==> config.mk <==
export PLATFORM = sky130hd
export DESIGN_NAME = tm_reg_bank
export DESIGN_NICKNAME = d
export VERILOG_FILES = /design/src/tm_pkg.sv /design/src/tm_reg_bank.sv
export SDC_FILE = /design/constraint.sdc
export NUM_CORES = 1
export LEC_CHECK = 0
export ABC_AREA = 1
export BUFFER_PORTS_ARGS = -buffer_cell sky130_fd_sc_hd__buf_2
export CAP_MARGIN = 0
export CORE_AREA = 2 2 173 175
export CTS_BUF_LIST = sky130_fd_sc_hd__clkbuf_4 sky130_fd_sc_hd__clkbuf_8
export DETAILED_ROUTE_END_ITERATION = 8
export DIE_AREA = 0 0 175 177
export PLACE_DENSITY = 0.65
export SETUP_SLACK_MARGIN = 0.5
export SYNTH_ARGS = -nofsm -noshare
export SYNTH_HDL_FRONTEND = slang
export SYNTH_SLANG_ARGS = --single-unit
==> constraint.sdc <==
create_clock -name CLOCK -period 2.1 [get_ports CLOCK]
set_clock_uncertainty 0.05 [all_clocks]
set_input_delay 0.42 -clock CLOCK [delete_from_list [all_inputs] [get_ports CLOCK]]
set_output_delay 0.42 -clock CLOCK [all_outputs]
set_load 0.05 [all_outputs]
==> src/tm_pkg.sv <==
// Contract
// - Remote offsets are 10-bit signed quarter degrees
// - First offset high at 0x11, fraction 0x12
// - Second offset high at 0x34, fraction 0x35
// - Setup bit 3 steers offset access to second
// - Low byte holds two top bits; sign in high
// - Offset spans minus 128 to plus 127.75
// - Stored offset added to every remote result
// - Offsets reset to zero; results also reset to zero
// - One-shot write in standby runs one conversion
// - One-shot data byte ignored, strobe alone triggers
// - Bits 3:1 pick one to four faults
// - Fault filter at 0x22, resets to 0x01
// - Bits 7 and 6 enable bus timeouts
// - Some registers use separate read/write addresses
// - Bank bit steers shared addresses 01 to 19
// - Second channel direct at 30 to 39
// - Limit, hysteresis and rate reset values
package tm_pkg;

  // ----------------------------------------------------------------
  // Read addresses
  // ----------------------------------------------------------------
  localparam logic [7:0] RA_LOCAL_RES = 8'h00;
  localparam logic [7:0] RA_REM_RES_H = 8'h01;
  localparam logic [7:0] RA_FLAGS1 = 8'h02;
  localparam logic [7:0] RA_SETUP1 = 8'h03;
  localparam logic [7:0] RA_RATE = 8'h04;
  localparam logic [7:0] RA_LOC_UP = 8'h05;
  localparam logic [7:0] RA_LOC_LO = 8'h06;
  localparam logic [7:0] RA_REM_UP_H = 8'h07;
  localparam logic [7:0] RA_REM_LO_H = 8'h08;
  localparam logic [7:0] RA_REM_RES_L = 8'h10;
  localparam logic [7:0] RA_FLAGS2 = 8'h23;
  localparam logic [7:0] RA_R2_RES_H = 8'h30;
  localparam logic [7:0] RA_R2_RES_L = 8'h33;
  localparam logic [7:0] RA_MAKER = 8'hFE;
  localparam logic [7:0] RA_REV = 8'hFF;
  // ----------------------------------------------------------------
  // Write-only addresses
  // ----------------------------------------------------------------
  localparam logic [7:0] WA_SETUP1 = 8'h09;
  localparam logic [7:0] WA_RATE = 8'h0A;
  localparam logic [7:0] WA_LOC_UP = 8'h0B;
  localparam logic [7:0] WA_LOC_LO = 8'h0C;
  localparam logic [7:0] WA_REM_UP_H = 8'h0D;
  localparam logic [7:0] WA_REM_LO_H = 8'h0E;
  localparam logic [7:0] WA_ONE_SHOT = 8'h0F;
  // ----------------------------------------------------------------
  // Shared read/write addresses
  // ----------------------------------------------------------------
  localparam logic [7:0] A_CAL_H = 8'h11;
  localparam logic [7:0] A_CAL_L = 8'h12;
  localparam logic [7:0] A_REM_UP_L = 8'h13;
  localparam logic [7:0] A_REM_LO_L = 8'h14;
  localparam logic [7:0] A_REM_HOT = 8'h19;
  localparam logic [7:0] A_LOC_HOT = 8'h20;
  localparam logic [7:0] A_HYST = 8'h21;
  localparam logic [7:0] A_FILTER = 8'h22;
  localparam logic [7:0] A_SETUP2 = 8'h24;
  localparam logic [7:0] A_R2_UP_H = 8'h31;
  localparam logic [7:0] A_R2_LO_H = 8'h32;
  localparam logic [7:0] A_R2_CAL_H = 8'h34;
  localparam logic [7:0] A_R2_CAL_L = 8'h35;
  localparam logic [7:0] A_R2_UP_L = 8'h36;
  localparam logic [7:0] A_R2_LO_L = 8'h37;
  localparam logic [7:0] A_R2_HOT = 8'h39;
  // ----------------------------------------------------------------
  // Fields and reset values
  // ----------------------------------------------------------------
  localparam int BANK_BIT = 3;
  localparam int SCL_TO_BIT = 7;
  localparam int SDA_TO_BIT = 6;
  localparam int MASK_BIT = 5;
  localparam logic [7:0] RST_SETUP = 8'h00;
  localparam logic [7:0] RST_RATE = 8'h07;
  localparam logic [7:0] RST_HIGH = 8'h55;
  localparam logic [7:0] RST_LOW = 8'h00;
  localparam logic [7:0] RST_HYST = 8'h0A;
  localparam logic [7:0] RST_FILTER = 8'h01;
  localparam logic [7:0] RST_CAL_H = 8'h00;
  localparam logic [1:0] RST_CAL_L = 2'h0;
  localparam logic [9:0] RST_RESULT = 10'h000;
  localparam logic [1:0] CH_LOCAL = 2'h0;
  localparam logic [1:0] CH_R1 = 2'h1;
  localparam logic [1:0] CH_R2 = 2'h2;

  // Limits of one remote channel
  typedef struct packed {
    logic [7:0] upper_h;
    logic [7:0] lower_h;
    logic [7:0] upper_l;
    logic [7:0] lower_l;
    logic [7:0] overheat;
  } tm_limits_t;

  localparam tm_limits_t LIMITS_RST = '{upper_h: RST_HIGH, lower_h: RST_LOW,
                                        upper_l: RST_LOW, lower_l: RST_LOW,
                                        overheat: RST_HIGH};

  // One raw measurement from the converter, 8.2 format
  typedef struct packed {
    logic [1:0] ch;
    logic [9:0] raw;
  } tm_meas_t;

endpackage : tm_pkg

==> src/tm_reg_bank.sv <==
`timescale 1ns/1ps
`default_nettype none
module tm_reg_bank #(
  parameter logic [7:0] MAKER_CODE = 8'h5A, // Arbitrary value
  parameter logic [7:0] REV_CODE = 8'h03    // Arbitrary value
) (
  input wire logic CLOCK,
  input wire logic RST,
  input wire logic CE,
  input wire logic WR_EN,
  input wire logic [7:0] WR_ADDR,
  input wire logic [7:0] WR_DATA,
  input wire logic RD_EN,
  input wire logic [7:0] RD_ADDR,
  output logic [7:0] RD_DATA,
  output logic RD_VALID,
  input wire logic STANDBY,
  input wire logic MEAS_VALID,
  input wire tm_pkg::tm_meas_t MEAS,
  input wire logic [7:0] FLAGS1_IN,
  input wire logic [7:0] FLAGS2_IN,
  output logic ONE_SHOT,
  output logic [7:0] LOCAL_RESULT,
  output logic [9:0] R1_RESULT,
  output logic [9:0] R2_RESULT,
  output logic [7:0] SETUP1,
  output logic [7:0] SETUP2,
  output logic [7:0] RATE_SEL,
  output logic [7:0] LOCAL_UPPER,
  output logic [7:0] LOCAL_LOWER,
  output logic [7:0] LOCAL_OVERHEAT,
  output logic [7:0] HYSTERESIS,
  output var tm_pkg::tm_limits_t R1_LIMITS,
  output var tm_pkg::tm_limits_t R2_LIMITS,
  output logic [2:0] CONSEC_NEEDED,
  output logic SCL_TIMEOUT_EN,
  output logic SDA_TIMEOUT_EN,
  output logic ALERT_MASK
);

  // ------------------------------------------------------------------
  // Register state
  // ------------------------------------------------------------------
  logic [7:0] setup1_q;
  logic [7:0] setup2_q;
  logic [7:0] rate_q;
  logic [7:0] loc_up_q;
  logic [7:0] loc_lo_q;
  logic [7:0] loc_hot_q;
  logic [7:0] hyst_q;
  logic [7:0] filter_q;
  tm_pkg::tm_limits_t [1:0] lim_q;
  logic [1:0][7:0] cal_h_q;
  logic [1:0][1:0] cal_l_q;
  logic [9:0] res_q [2]; // One entry per remote channel; local result kept apart
  logic [7:0] loc_res_q;
  logic [7:0] rd_data_q;
  logic rd_valid_q;
  logic one_shot_q;
  logic [2:0] consec_q;
  logic wr;
  logic bank;

  assign wr = CE & WR_EN;
  assign bank = setup1_q[tm_pkg::BANK_BIT];

  // ------------------------------------------------------------------
  // Global setup registers
  // ------------------------------------------------------------------
  // Separate write addresses for setup1, rate and local upper/lower limits
  always_ff @(posedge CLOCK) begin
    if (RST) begin
      setup1_q <= tm_pkg::RST_SETUP;
      setup2_q <= tm_pkg::RST_SETUP;
      rate_q <= tm_pkg::RST_RATE;
      loc_up_q <= tm_pkg::RST_HIGH;
      loc_lo_q <= tm_pkg::RST_LOW;
      loc_hot_q <= tm_pkg::RST_HIGH;
      hyst_q <= tm_pkg::RST_HYST;
      filter_q <= tm_pkg::RST_FILTER;
    end else if (wr) begin
      unique case (WR_ADDR)
        tm_pkg::WA_SETUP1: setup1_q <= WR_DATA;
        tm_pkg::A_SETUP2: setup2_q <= WR_DATA;
        tm_pkg::WA_RATE: rate_q <= WR_DATA;
        tm_pkg::WA_LOC_UP: loc_up_q <= WR_DATA;
        tm_pkg::WA_LOC_LO: loc_lo_q <= WR_DATA;
        tm_pkg::A_LOC_HOT: loc_hot_q <= WR_DATA;
        tm_pkg::A_HYST: hyst_q <= WR_DATA;
        tm_pkg::A_FILTER: filter_q <= WR_DATA;
        default: ;
      endcase
    end
  end

  // ------------------------------------------------------------------
  // Remote channel limits and offsets
  // ------------------------------------------------------------------
  // Shared addresses hit the channel picked by the bank bit
  always_ff @(posedge CLOCK) begin
    if (RST) begin
      lim_q <= {tm_pkg::LIMITS_RST, tm_pkg::LIMITS_RST};
      cal_h_q <= {tm_pkg::RST_CAL_H, tm_pkg::RST_CAL_H};
      cal_l_q <= {tm_pkg::RST_CAL_L, tm_pkg::RST_CAL_L};
    end else if (wr) begin
      unique case (WR_ADDR)
        tm_pkg::WA_REM_UP_H: lim_q[bank].upper_h <= WR_DATA;
        tm_pkg::WA_REM_LO_H: lim_q[bank].lower_h <= WR_DATA;
        tm_pkg::A_REM_UP_L: lim_q[bank].upper_l <= WR_DATA;
        tm_pkg::A_REM_LO_L: lim_q[bank].lower_l <= WR_DATA;
        tm_pkg::A_REM_HOT: lim_q[bank].overheat <= WR_DATA;
        tm_pkg::A_CAL_H: cal_h_q[bank] <= WR_DATA;
        tm_pkg::A_CAL_L: cal_l_q[bank] <= WR_DATA[7:6];
        tm_pkg::A_R2_UP_H: lim_q[1].upper_h <= WR_DATA;
        tm_pkg::A_R2_LO_H: lim_q[1].lower_h <= WR_DATA;
        tm_pkg::A_R2_UP_L: lim_q[1].upper_l <= WR_DATA;
        tm_pkg::A_R2_LO_L: lim_q[1].lower_l <= WR_DATA;
        tm_pkg::A_R2_HOT: lim_q[1].overheat <= WR_DATA;
        tm_pkg::A_R2_CAL_H: cal_h_q[1] <= WR_DATA;
        tm_pkg::A_R2_CAL_L: cal_l_q[1] <= WR_DATA[7:6];
        default: ;
      endcase
    end
  end

  // ------------------------------------------------------------------
  // One-shot trigger
  // ------------------------------------------------------------------
  // Only the strobe and STANDBY matter; the data byte is dropped
  always_ff @(posedge CLOCK) begin
    if (RST) begin
      one_shot_q <= 1'b0;
    end else if (CE) begin
      one_shot_q <= WR_EN && (WR_ADDR == tm_pkg::WA_ONE_SHOT) && STANDBY;
    end
  end

  // ------------------------------------------------------------------
  // Consecutive fault count decode
  // ------------------------------------------------------------------
  // Bit 0 ignored; codes 000, 001, 011, 111 in bits 3:1 give one to four
  always_ff @(posedge CLOCK) begin
    if (RST) begin
      consec_q <= 3'h1;
    end else if (CE) begin
      unique case (filter_q[3:1])
        3'b000: consec_q <= 3'h1;
        3'b001: consec_q <= 3'h2;
        3'b011: consec_q <= 3'h3;
        3'b111: consec_q <= 3'h4;
        default: consec_q <= 3'h1; // Undefined codes act as one
      endcase
    end
  end

  // ------------------------------------------------------------------
  // Measurement results, offset applied to remote channels
  // ------------------------------------------------------------------
  // Local result stored without offset, top eight raw bits only
  always_ff @(posedge CLOCK) begin
    if (RST) begin
      loc_res_q <= 8'h00;
    end else if (CE && MEAS_VALID && MEAS.ch == tm_pkg::CH_LOCAL) begin
      loc_res_q <= MEAS.raw[9:2];
    end
  end

  // Unsigned raw plus signed offset, clamped to the 10-bit range
  for (genvar i = 0; i < 2; i++) begin : g_rem
    logic [9:0] cal;
    logic [11:0] sum;
    logic [1:0] my_ch;
    assign my_ch = 2'(i + 1);
    assign cal = {cal_h_q[i], cal_l_q[i]};
    assign sum = {2'h0, MEAS.raw} + {{2{cal[9]}}, cal};
    always_ff @(posedge CLOCK) begin
      if (RST) begin
        res_q[i] <= tm_pkg::RST_RESULT;
      end else if (CE && MEAS_VALID && MEAS.ch == my_ch) begin
        if (sum[11]) begin
          res_q[i] <= 10'h000; // Below zero
        end else if (sum[10]) begin
          res_q[i] <= 10'h3FF; // Above full scale
        end else begin
          res_q[i] <= sum[9:0];
        end
      end
    end
  end

  // ------------------------------------------------------------------
  // Read port
  // ------------------------------------------------------------------
  // Data one cycle after the read strobe; unmapped reads give zero
  always_ff @(posedge CLOCK) begin
    if (RST) begin
      rd_data_q <= 8'h00;
      rd_valid_q <= 1'b0;
    end else if (CE) begin
      rd_valid_q <= RD_EN;
      if (RD_EN) begin
        case (RD_ADDR)
          tm_pkg::RA_LOCAL_RES: rd_data_q <= loc_res_q;
          tm_pkg::RA_REM_RES_H: rd_data_q <= res_q[bank][9:2];
          tm_pkg::RA_REM_RES_L: rd_data_q <= {res_q[bank][1:0], 6'h00};
          tm_pkg::RA_FLAGS1: rd_data_q <= FLAGS1_IN;
          tm_pkg::RA_SETUP1: rd_data_q <= setup1_q;
          tm_pkg::RA_RATE: rd_data_q <= rate_q;
          tm_pkg::RA_LOC_UP: rd_data_q <= loc_up_q;
          tm_pkg::RA_LOC_LO: rd_data_q <= loc_lo_q;
          tm_pkg::RA_REM_UP_H: rd_data_q <= lim_q[bank].upper_h;
          tm_pkg::RA_REM_LO_H: rd_data_q <= lim_q[bank].lower_h;
          tm_pkg::A_CAL_H: rd_data_q <= cal_h_q[bank];
          tm_pkg::A_CAL_L: rd_data_q <= {cal_l_q[bank], 6'h00};
          tm_pkg::A_REM_UP_L: rd_data_q <= lim_q[bank].upper_l;
          tm_pkg::A_REM_LO_L: rd_data_q <= lim_q[bank].lower_l;
          tm_pkg::A_REM_HOT: rd_data_q <= lim_q[bank].overheat;
          tm_pkg::A_LOC_HOT: rd_data_q <= loc_hot_q;
          tm_pkg::A_HYST: rd_data_q <= hyst_q;
          tm_pkg::A_FILTER: rd_data_q <= filter_q;
          tm_pkg::RA_FLAGS2: rd_data_q <= FLAGS2_IN;
          tm_pkg::A_SETUP2: rd_data_q <= setup2_q;
          tm_pkg::RA_R2_RES_H: rd_data_q <= res_q[1][9:2];
          tm_pkg::A_R2_UP_H: rd_data_q <= lim_q[1].upper_h;
          tm_pkg::A_R2_LO_H: rd_data_q <= lim_q[1].lower_h;
          tm_pkg::RA_R2_RES_L: rd_data_q <= {res_q[1][1:0], 6'h00};
          tm_pkg::A_R2_CAL_H: rd_data_q <= cal_h_q[1];
          tm_pkg::A_R2_CAL_L: rd_data_q <= {cal_l_q[1], 6'h00};
          tm_pkg::A_R2_UP_L: rd_data_q <= lim_q[1].upper_l;
          tm_pkg::A_R2_LO_L: rd_data_q <= lim_q[1].lower_l;
          tm_pkg::A_R2_HOT: rd_data_q <= lim_q[1].overheat;
          tm_pkg::RA_MAKER: rd_data_q <= MAKER_CODE;
          tm_pkg::RA_REV: rd_data_q <= REV_CODE;
          default: rd_data_q <= 8'h00;
        endcase
      end
    end
  end

  // ------------------------------------------------------------------
  // Outputs, all straight from flip-flops
  // ------------------------------------------------------------------
  assign RD_DATA = rd_data_q;
  assign RD_VALID = rd_valid_q;
  assign ONE_SHOT = one_shot_q;
  assign LOCAL_RESULT = loc_res_q;
  assign R1_RESULT = res_q[0];
  assign R2_RESULT = res_q[1];
  assign SETUP1 = setup1_q;
  assign SETUP2 = setup2_q;
  assign RATE_SEL = rate_q;
  assign LOCAL_UPPER = loc_up_q;
  assign LOCAL_LOWER = loc_lo_q;
  assign LOCAL_OVERHEAT = loc_hot_q;
  assign HYSTERESIS = hyst_q;
  assign R1_LIMITS = lim_q[0];
  assign R2_LIMITS = lim_q[1];
  assign CONSEC_NEEDED = consec_q;
  assign SCL_TIMEOUT_EN = filter_q[tm_pkg::SCL_TO_BIT];
  assign SDA_TIMEOUT_EN = filter_q[tm_pkg::SDA_TO_BIT];
  assign ALERT_MASK = filter_q[tm_pkg::MASK_BIT];
endmodule : tm_reg_bank
`default_nettype wire

=== Word-level counts from Yosys, hierarchy flattened ===
Memories as Yosys holds them, arrays and structs flattened. A register that Yosys moved wholly into a read port is not among the register bits.
Cells that the tools add are included.

* Reduce and logical (&&, ||, !) cells: 36
* Add/sub/neg operators: 2
* Order comparisons: 2
* Mux-type cells: 75
* Bitwise operators: 7
* Equality and inequality tests: 58

{| class="wikitable"
|+ Operators with widths
! kind !! number
|-
| bitwise mux 80 bit || 5
|-
| one-hot mux 8 bit (31 select lines) || 1
|-
| one-hot mux 8 bit (6 select lines) || 5
|-
| demux 40 bit (select 1 bit) || 5
|-
| == test 8 x 6 -> 1 bit, second input constant || 25
|-
| one-hot mux 40 bit (5 select lines) || 1
|-
| 2-to-1 mux 40 bit || 3
|-
| == test 8 x 5 -> 1 bit, second input constant || 11
|-
| == test 8 x 4 -> 1 bit, second input constant || 8
|-
| 2-to-1 mux 10 bit || 6
|-
| AND reduction 2 bit || 19
|-
| == test 8 x 3 -> 1 bit, second input constant || 4
|-
| 2-to-1 mux 1 bit || 32
|-
| 2-to-1 mux 32 bit || 1
|-
| 2-to-1 mux 8 bit || 4
|-
| nonzero test 6 bit || 5
|-
| adder 11 x 10 -> 12 bit || 2
|-
| 2-to-1 mux 24 bit || 1
|-
| bitwise mux 16 bit || 1
|-
| == test 8 x 2 -> 1 bit, second input constant || 2
|-
| == test 8 bit, second input constant || 2
|-
| 2-to-1 mux 16 bit || 1
|-
| one-hot mux 8 bit (2 select lines) || 1
|-
| one-hot mux 3 bit (3 select lines) || 1
|-
| 20 further kinds || 34
|}

* Register bits: 185
* RAM bits: 20
* Memories: 1
* Logic and storage cells: 208
* Output and inout port bits: 180

{| class="wikitable"
|+ Memory list
! name !! depth !! bits a word !! read ports !! clocked after Yosys merged registers in !! write ports !! line !! RTL
|-
| res_q || 2 || 10 || 3 || 1 || 2 || tm_reg_bank.sv:55 || <nowiki>logic [9:0] res_q [2];</nowiki>
|}

=== Longest topological paths before layout ===
Gate-level depths: netlist (run 1).

* Depth after elaboration: 8
* Gate-level depth with buffers: 13
* Gate-level depth less buffers: 13

=== Worst setup path before layout (run 1) ===
No wires, ideal clock.

* Path type: input-to-reg
* From: input MEAS[0] (netlist bit)
* To: memory res_q[1][0], data pin
* Required time: 1787 ps
* Data arrival time: 1921 ps
* Path slack: -134 ps
* Cell stages on the path: 11
* Cell sequence: ha_1 > inv_1 > fa_1 > o21ai_0 > nand2_1 > nand2_1 > nand2_1 > nand3_1 > nand2_1 > nand3_1 > nand2_1

{| class="wikitable"
|+ RTL lines
! element !! line !! RTL
|-
| start: declaration || tm_reg_bank.sv:19 || <nowiki>input wire tm_pkg::tm_meas_t MEAS,</nowiki>
|-
| end: declaration || tm_reg_bank.sv:55 ||
|}

==> flow_summary.yaml, run 1 <==
status:
  status: "completed"
placement:
  portBuffers: 238
  placedCellCount: 2718
  gpl.final_weighted_congestion: 0.996
  hpwl_mm: 46.5
hold_path:
  holdCritPathClass: "input pin to flip-flop"
  min_delay_path_depth: 3
  worst_hold_startpoint: "STANDBY"
  holdPathEnd: "ONE_SHOT"
final_layout:
  nFillCells: 2300
  area.sequential_um2: 4640
  syn2layout_area_growth_pct: 65.0
  layout.cells.non_filler: 2928
  layout.cells.most_common: "sky130_fd_sc_hd__nand2_1"
  multi_input_comb_area_um2: 9190
  final_util_pct: 73.1
  num-nets-final: 2590
  most-common-layout-cells: "488 x sky130_fd_sc_hd__nand2_1, 195 x sky130_fd_sc_hd__buf_4, 187 x sky130_fd_sc_hd__a21oi_1"
  layout-drive-gt1-share_pct: 43.7
die:
  initial_utilization_pct: 44.3
  die_y_um: 177
  die_footprint_um2: 31000
  floorplan.die.width_um: 175
  ios: 239
  core_area_um2: 29200
  floorplan.rows: 63
routing:
  wirelength_mm: 68.6
  drt_pre_antenna_iters: 6
  antenna_left: 0
  dr.first_iter.drc_count: 2494
  vias_per_cell: 5.96
  drc: 0
  routed_wire_length_per_instance_um: 23.4
  routed_vias: 17400
sta:
  relative_max_transition_margin_pct: 15.7
  fin_crit_sh_pct: 97.0
  timing_worst_slew_pin_value_ps: 1270
  setup-tns-final_ps: 0
  maxClockFrequency_mhz: 491
  hold_violations: 0
  final-setup-viol-count: 0
  final-max-slew-violation-count: 0
  fin_hold_ws_ps: 69.0
  period_minus_slack_ps: 2040
  rsz0062_at_grt: "true"
clock_tree:
  worst_skew_late_latency_ps: 590
  tritoncts_num_sinks: 206
  h-tree-depth: 2
  cts_buffers: 40
  postCtsHoldBufs: 0
  cts_tree: "done"
  clkSlewWorstSetupHoldPaths_ps: 60
  max_buffers_root_to_sink: 3
  cts_root_buf: "sky130_fd_sc_hd__clkbuf_8"
critical_path:
  critical_path.startpoint_type: "flip-flop"
  highest_fanout_seen_on_the_critical_path: 5
  crit_required_ps: 2350
  worstRegToRegCells: 13
  cp-end-kind: "flip-flop"
  setup.worst_path.class: "flip-flop to flip-flop"
  worstReg2RegStart: "cal_l_q[2]"
  reg2reg_slack_ps: 60
  crit-reg2reg-capture: "res_q[1][1]"
  cp.arrival_ps: 2290
grt:
  grt_first_pass_wirelength_mm: 95.3
  groute.usage.overall_pct: 40.6
  antenna_found_initial: 5
  overflow: 0
  grt_max_degree: 83
  vias_in_the_first_global_route: 15500
synthesis:
  netlist.area_leader.share_pct: 28.7
  postSynth.topFlopCell: "sky130_fd_sc_hd__dfxtp_1"
  synthesis.instances: 2041
  post_synth.cell_area_avg_um2: 6.35
  proportion_of_synthesized_flip_flops_having_asynchronous_set_or_reset_pct: 0
  yosysSeqAreaShare_pct: 33.4
  yosysTopAreaCell: "sky130_fd_sc_hd__dfxtp_1"
  synth_cell_types: 44
  ys.warnings.count: 0
  synth_edf_count: 20
  synth_seq_cells: 206
  mapped_area_um2: 13000
  syn-num-nets: 2124
  netlist_top_cells_area: "sky130_fd_sc_hd__dfxtp_1 29%, sky130_fd_sc_hd__nand2_1 15%, sky130_fd_sc_hd__a21oi_1 9.3%"
power_and_ir_drop:
  power.density_cell_area_nw_per_um2: 445
  p_leak_nw: 9.23
  total_power_w: 0.00952
  worst_ir_drop_vdd_mv: 0.482
job:
  max_capacitance_violation_count: 0
## critical path: stages, from the launching register on
cell and delay (ps):
sky130_fd_sc_hd__dfxtp_4 370, sky130_fd_sc_hd__ha_4 140, sky130_fd_sc_hd__inv_2 40, sky130_fd_sc_hd__fa_2 350, sky130_fd_sc_hd__o21ai_2 140, sky130_fd_sc_hd__nand2_1 90
sky130_fd_sc_hd__nand2_2 80, sky130_fd_sc_hd__nand2_2 60, sky130_fd_sc_hd__nand2_2 60, sky130_fd_sc_hd__nand2_2 60, sky130_fd_sc_hd__nand2_4 120, sky130_fd_sc_hd__nor2_4 60
sky130_fd_sc_hd__nand3b_1 80, sky130_fd_sc_hd__nand2_1 70
## layout make-up
type / instances / share of cell area (%)
multi-input cells: 1580 / 43.0
repair buffers: 529 / 26.2
flip-flops and latches: 206 / 21.7
clock buffers: 62 / 3.64
inverters: 150 / 2.78
well taps: 390 / 2.28
clock inverters: 9 / 0.427
diodes: 2 / 0.0234
## synthesized netlist by cell type, types with 2 or more instances
library cell / instances
sky130_fd_sc_hd__nand2_1: 531
sky130_fd_sc_hd__a21oi_1: 242
sky130_fd_sc_hd__o21ai_0: 210
sky130_fd_sc_hd__nor2_1: 209
sky130_fd_sc_hd__nand3_1: 203
sky130_fd_sc_hd__dfxtp_1: 186
sky130_fd_sc_hd__inv_1: 137
sky130_fd_sc_hd__clkbuf_1: 47
sky130_fd_sc_hd__buf_2: 46
sky130_fd_sc_hd__o21ai_1: 26
sky130_fd_sc_hd__o211ai_1: 25
sky130_fd_sc_hd__ha_1: 22
sky130_fd_sc_hd__edfxtp_1: 20
sky130_fd_sc_hd__nand2_2: 14
sky130_fd_sc_hd__inv_2: 13
sky130_fd_sc_hd__o221ai_1: 13
sky130_fd_sc_hd__nor3_1: 10
sky130_fd_sc_hd__nand4_1: 9
sky130_fd_sc_hd__xor2_1: 9
sky130_fd_sc_hd__nor2_2: 8
sky130_fd_sc_hd__o22ai_1: 8
sky130_fd_sc_hd__buf_6: 7
sky130_fd_sc_hd__buf_4: 6
sky130_fd_sc_hd__nor2_4: 6
sky130_fd_sc_hd__xnor2_1: 5
sky130_fd_sc_hd__o31ai_1: 3
sky130_fd_sc_hd__a31oi_1: 2
sky130_fd_sc_hd__buf_1: 2
sky130_fd_sc_hd__fa_1: 2
sky130_fd_sc_hd__nand2_4: 2
sky130_fd_sc_hd__nand3_2: 2
sky130_fd_sc_hd__nand3b_1: 2
sky130_fd_sc_hd__nand4_2: 2
sky130_fd_sc_hd__o21a_1: 2
## report_power, final
part	switching [W]	internal [W]
combinational	0.000715	0.000348
clock	0.00198	0.00251
sequential	0.0000321	0.00394
## layer usage
layer	routed length, um	global-route usage, %
met3	8270	9.69
met1	27000	55.8
met4	2980	15.3
met2	30400	62.0
met5	11	0
## kinds of logic (layout without fill, tap and decap cells)
kind of cell	after synthesis	count (layout)	synth area share, %
AOI/OAI and AO/OA	535	535	21.8
xor gates and xnor gates	14	14	0.946
DFF	206	206	33.4
other	0	2	0
and+or+nand+nor	1004	1007	33.0
adders and majority gates	24	24	2.43
buffers and inverters	258	750	8.50
## state kept, by name, summed over array words and instances, names as in the netlist, 16 cells and up, named ones only
register / count
R1_LIMITS: 40
R2_LIMITS: 40
cal_h_q: 16
res_q: 20
## metrics by stage
stage | setup WS (ps) | instance area [um^2]
6_report | 62.3 | 21400
3_5_place_dp | -206 | 16000
4_1_cts | 107 | 19400
5_1_grt | -50.5 | 21400
3_3_place_gp | -154 | 16000
2_1_floorplan | 117 | 13400
## timing repair
action | in CTS | in global routing
setup endpoints to repair | 263 | 245
gates resized for setup | 604 | 590
pin swaps | 93 | 170
cloned | 10 | 7
setup buffers | 76 | 44
## worst max path at each step
stage | startpoint | to | slack (ps) | cells after the start
finish | cal_l_q[2] | res_q[1][1] | 60 | 13
global route | cal_l_q[2] | res_q[1][1] | -50 | 13
global placement | MEAS[4] | res_q[1][8] | -150 | 11
detailed placement | MEAS[4] | res_q[1][1] | -210 | 11
floorplan | MEAS[0] | res_q[1][1] | 120 | 13
CTS | cal_l_q[2] | res_q[1][1] | 110 | 13
Note: power is estimated with default switching activity, not from simulation.
==> inputs of run 2 (changes only) <==
==> constraint.sdc (replaced) <==
create_clock -name CLOCK -period 2.1 [get_ports CLOCK]
set_clock_uncertainty 0.05 [all_clocks]
set_input_delay 0.105 -clock CLOCK [delete_from_list [all_inputs] [get_ports CLOCK]]
set_output_delay 0.105 -clock CLOCK [all_outputs]
set_load 0.02 [all_outputs]
==> flow_summary.yaml, run 2 (synthesis gave the netlist of run 1 again) <==
grt:
  antenna_found_initial: 2
  groute.usage.overall_pct: 37.8
  grt_max_degree: 81
  grt_first_pass_wirelength_mm: 89.4
  overflow: 0
  vias_in_the_first_global_route: 14900
final_layout:
  layout.cells.non_filler: 2810
  most-common-layout-cells: "482 x sky130_fd_sc_hd__nand2_1, 237 x sky130_fd_sc_hd__buf_2, 183 x sky130_fd_sc_hd__a21oi_1"
  layout.cells.most_common: "sky130_fd_sc_hd__nand2_1"
  layout-drive-gt1-share_pct: 33.2
  final_util_pct: 63.3
  num-nets-final: 2478
  syn2layout_area_growth_pct: 42.9
sta:
  worst_slack_ps: 63.5
  rsz0062_at_grt: "true"
  timing_worst_slew_pin_value_ps: 1170
  relative_max_transition_margin_pct: 21.4
  maxClockFrequency_mhz: 491
  final-setup-viol-count: 0
  hold_violations: 0
  fin_crit_sh_pct: 97.0
  final-max-slew-violation-count: 0
  period_minus_slack_ps: 2040
routing:
  vias_per_cell: 5.99
  antenna_left: 0
  wirelength_mm: 63.7
  drc: 0
  drt_pre_antenna_iters: 8
  routed_wire_length_per_instance_um: 22.7
  dr.first_iter.drc_count: 2104
  routed_vias: 16800
hold_path:
  holdCritPathClass: "input pin to flip-flop"
  min_delay_path_depth: 5
  worst_hold_startpoint: "MEAS[11]"
critical_path:
  reg2reg_slack_ps: 60
  cp-end-kind: "flip-flop"
  crit-reg2reg-capture: "res_q[1][5]"
  crit_required_ps: 2470
  setup.worst_path.class: "flip-flop to flip-flop"
  critical_path.startpoint_type: "flip-flop"
  setup.worst_path.end: "res_q[1][5]"
  worstReg2RegStart: "cal_h_q[13]"
  worstRegToRegCells: 9
  timing.critical_path.cells: "ha_1 -> a21oi_2 -> o21a_1 -> nand2_2 -> nand2_2 -> nand2_4 -> nor2_4 -> nand3_1 -> nand2_1"
  worst_path_slowest_cell: "sky130_fd_sc_hd__dfxtp_1"
  slowest_delay_ps: 500
  cp.arrival_ps: 2410
  critical_path.most_common_cell: "sky130_fd_sc_hd__nand2_2"
  startpoint: "cal_h_q[13]"
  highest_fanout_seen_on_the_critical_path: 5
die:
  core_area_um2: 29200
  ios: 239
  die_footprint_um2: 31000
  initial_utilization_pct: 44.3
  die_y_um: 177
  floorplan.die.width_um: 175
  floorplan.rows: 63
power_and_ir_drop:
  clkPwrFrac_pct: 45.6
  sequentialPowerShare_pct: 44.9
  p_leak_nw: 8.26
  power_frac_comb_pct: 9.5
  power.internal_w: 0.00650
  switching_share_pct: 27.5
  net_switching_power_figure_w: 0.00247
  worst_ir_drop_vdd_mv: 0.439
  power.density_cell_area_nw_per_um2: 485
clock_tree:
  worst_skew_late_latency_ps: 560
  tritoncts_num_sinks: 206
  cts_root_buf: "sky130_fd_sc_hd__clkbuf_8"
  cts_buffers: 37
  h-tree-depth: 2
  cts_tree: "done"
  clkSlewWorstSetupHoldPaths_ps: 70
  max_buffers_root_to_sink: 3
placement:
  hpwl_mm: 44.9
  portBuffers: 238
  gpl.final_weighted_congestion: 1.04
  post-place-ws_ps: -25.1
  placedCellCount: 2645
job:
  max_capacitance_violation_count: 0
status:
  status: "completed"
## run 2: layer usage
| layer | wire length (um) | global-route usage, % | up-vias | share of wire, % |
|---|---|---|---|---|
| met5 | 0 | 0 | - | 0 |
| met3 | 7470 | 6.57 | 298 | 12 |
| met4 | 4090 | 20.5 | 0 | 6.4 |
| met2 | 27400 | 57.6 | 1167 | 43 |
| li1 | - | - | 7587 | - |
| met1 | 24800 | 51.1 | 7783 | 39 |
## run 2: layout make-up
class | instances | area (um^2)
clock buffer | 56 | 702
multi-input combinational | 1581 | 8920
clock inverter | 7 | 65.1
inverter | 150 | 588
antenna | 1 | 2.50
sequential | 206 | 4340
fill | 2692 | 10700
timing repair buffer | 419 | 3410
tap | 390 | 488
## run 2: per-stage QoR
stage | cell area [um^2] | power, W | setup TNS, ps | hold WS, ps
global placement | 15000 | 0.00483 | 0 | 399
CTS | 16800 | 0.00887 | 0 | 0.772
global route | 18500 | 0.00917 | -71.4 | 30.6
finish | 18500 | 0.00898 | 0 | 18.1
detailed placement | 15000 | 0.00483 | -153 | 399
floorplan | 13100 | 0.00447 | 0 | 189
## run 2: power by group through the flow
stage	Sequential, W	Clock (W)	Combinational (W)
final	0.00403	0.00409	0.000856
after global routing	0.00403	0.00425	0.000891
after CTS	0.00403	0.00408	0.000753
after detailed placement	0.00412	0	0.000712
after global placement	0.00412	0	0.000710
after floorplan	0.00414	0	0.000333
## run 2: timing repair
action,in CTS,in global routing
endpoints found under the setup margin,50,117
resized for setup,130,402
pin swaps,50,176
cloned,14,12
hold buffers,21,1
buffers inserted,20,33
endpoints found under the hold margin,31,1
## run 2: worst min-delay path by stage
stage	slack [ps]	end
floorplan	190	R2_LIMITS[32]
CTS	0.8	LOCAL_RESULT[2]
finish	20	LOCAL_RESULT[2]
detailed placement	400	ONE_SHOT
global route	30	LOCAL_RESULT[2]
global placement	400	RD_VALID
## run 2: critical path: cells and delay by family, from the launching register on
family | cells | cell delay [ps]
and+or+nand+nor | 6 | 620
DFF | 1 | 500
adders and majority gates | 1 | 360
AOI/OAI and AO/OA | 2 | 390
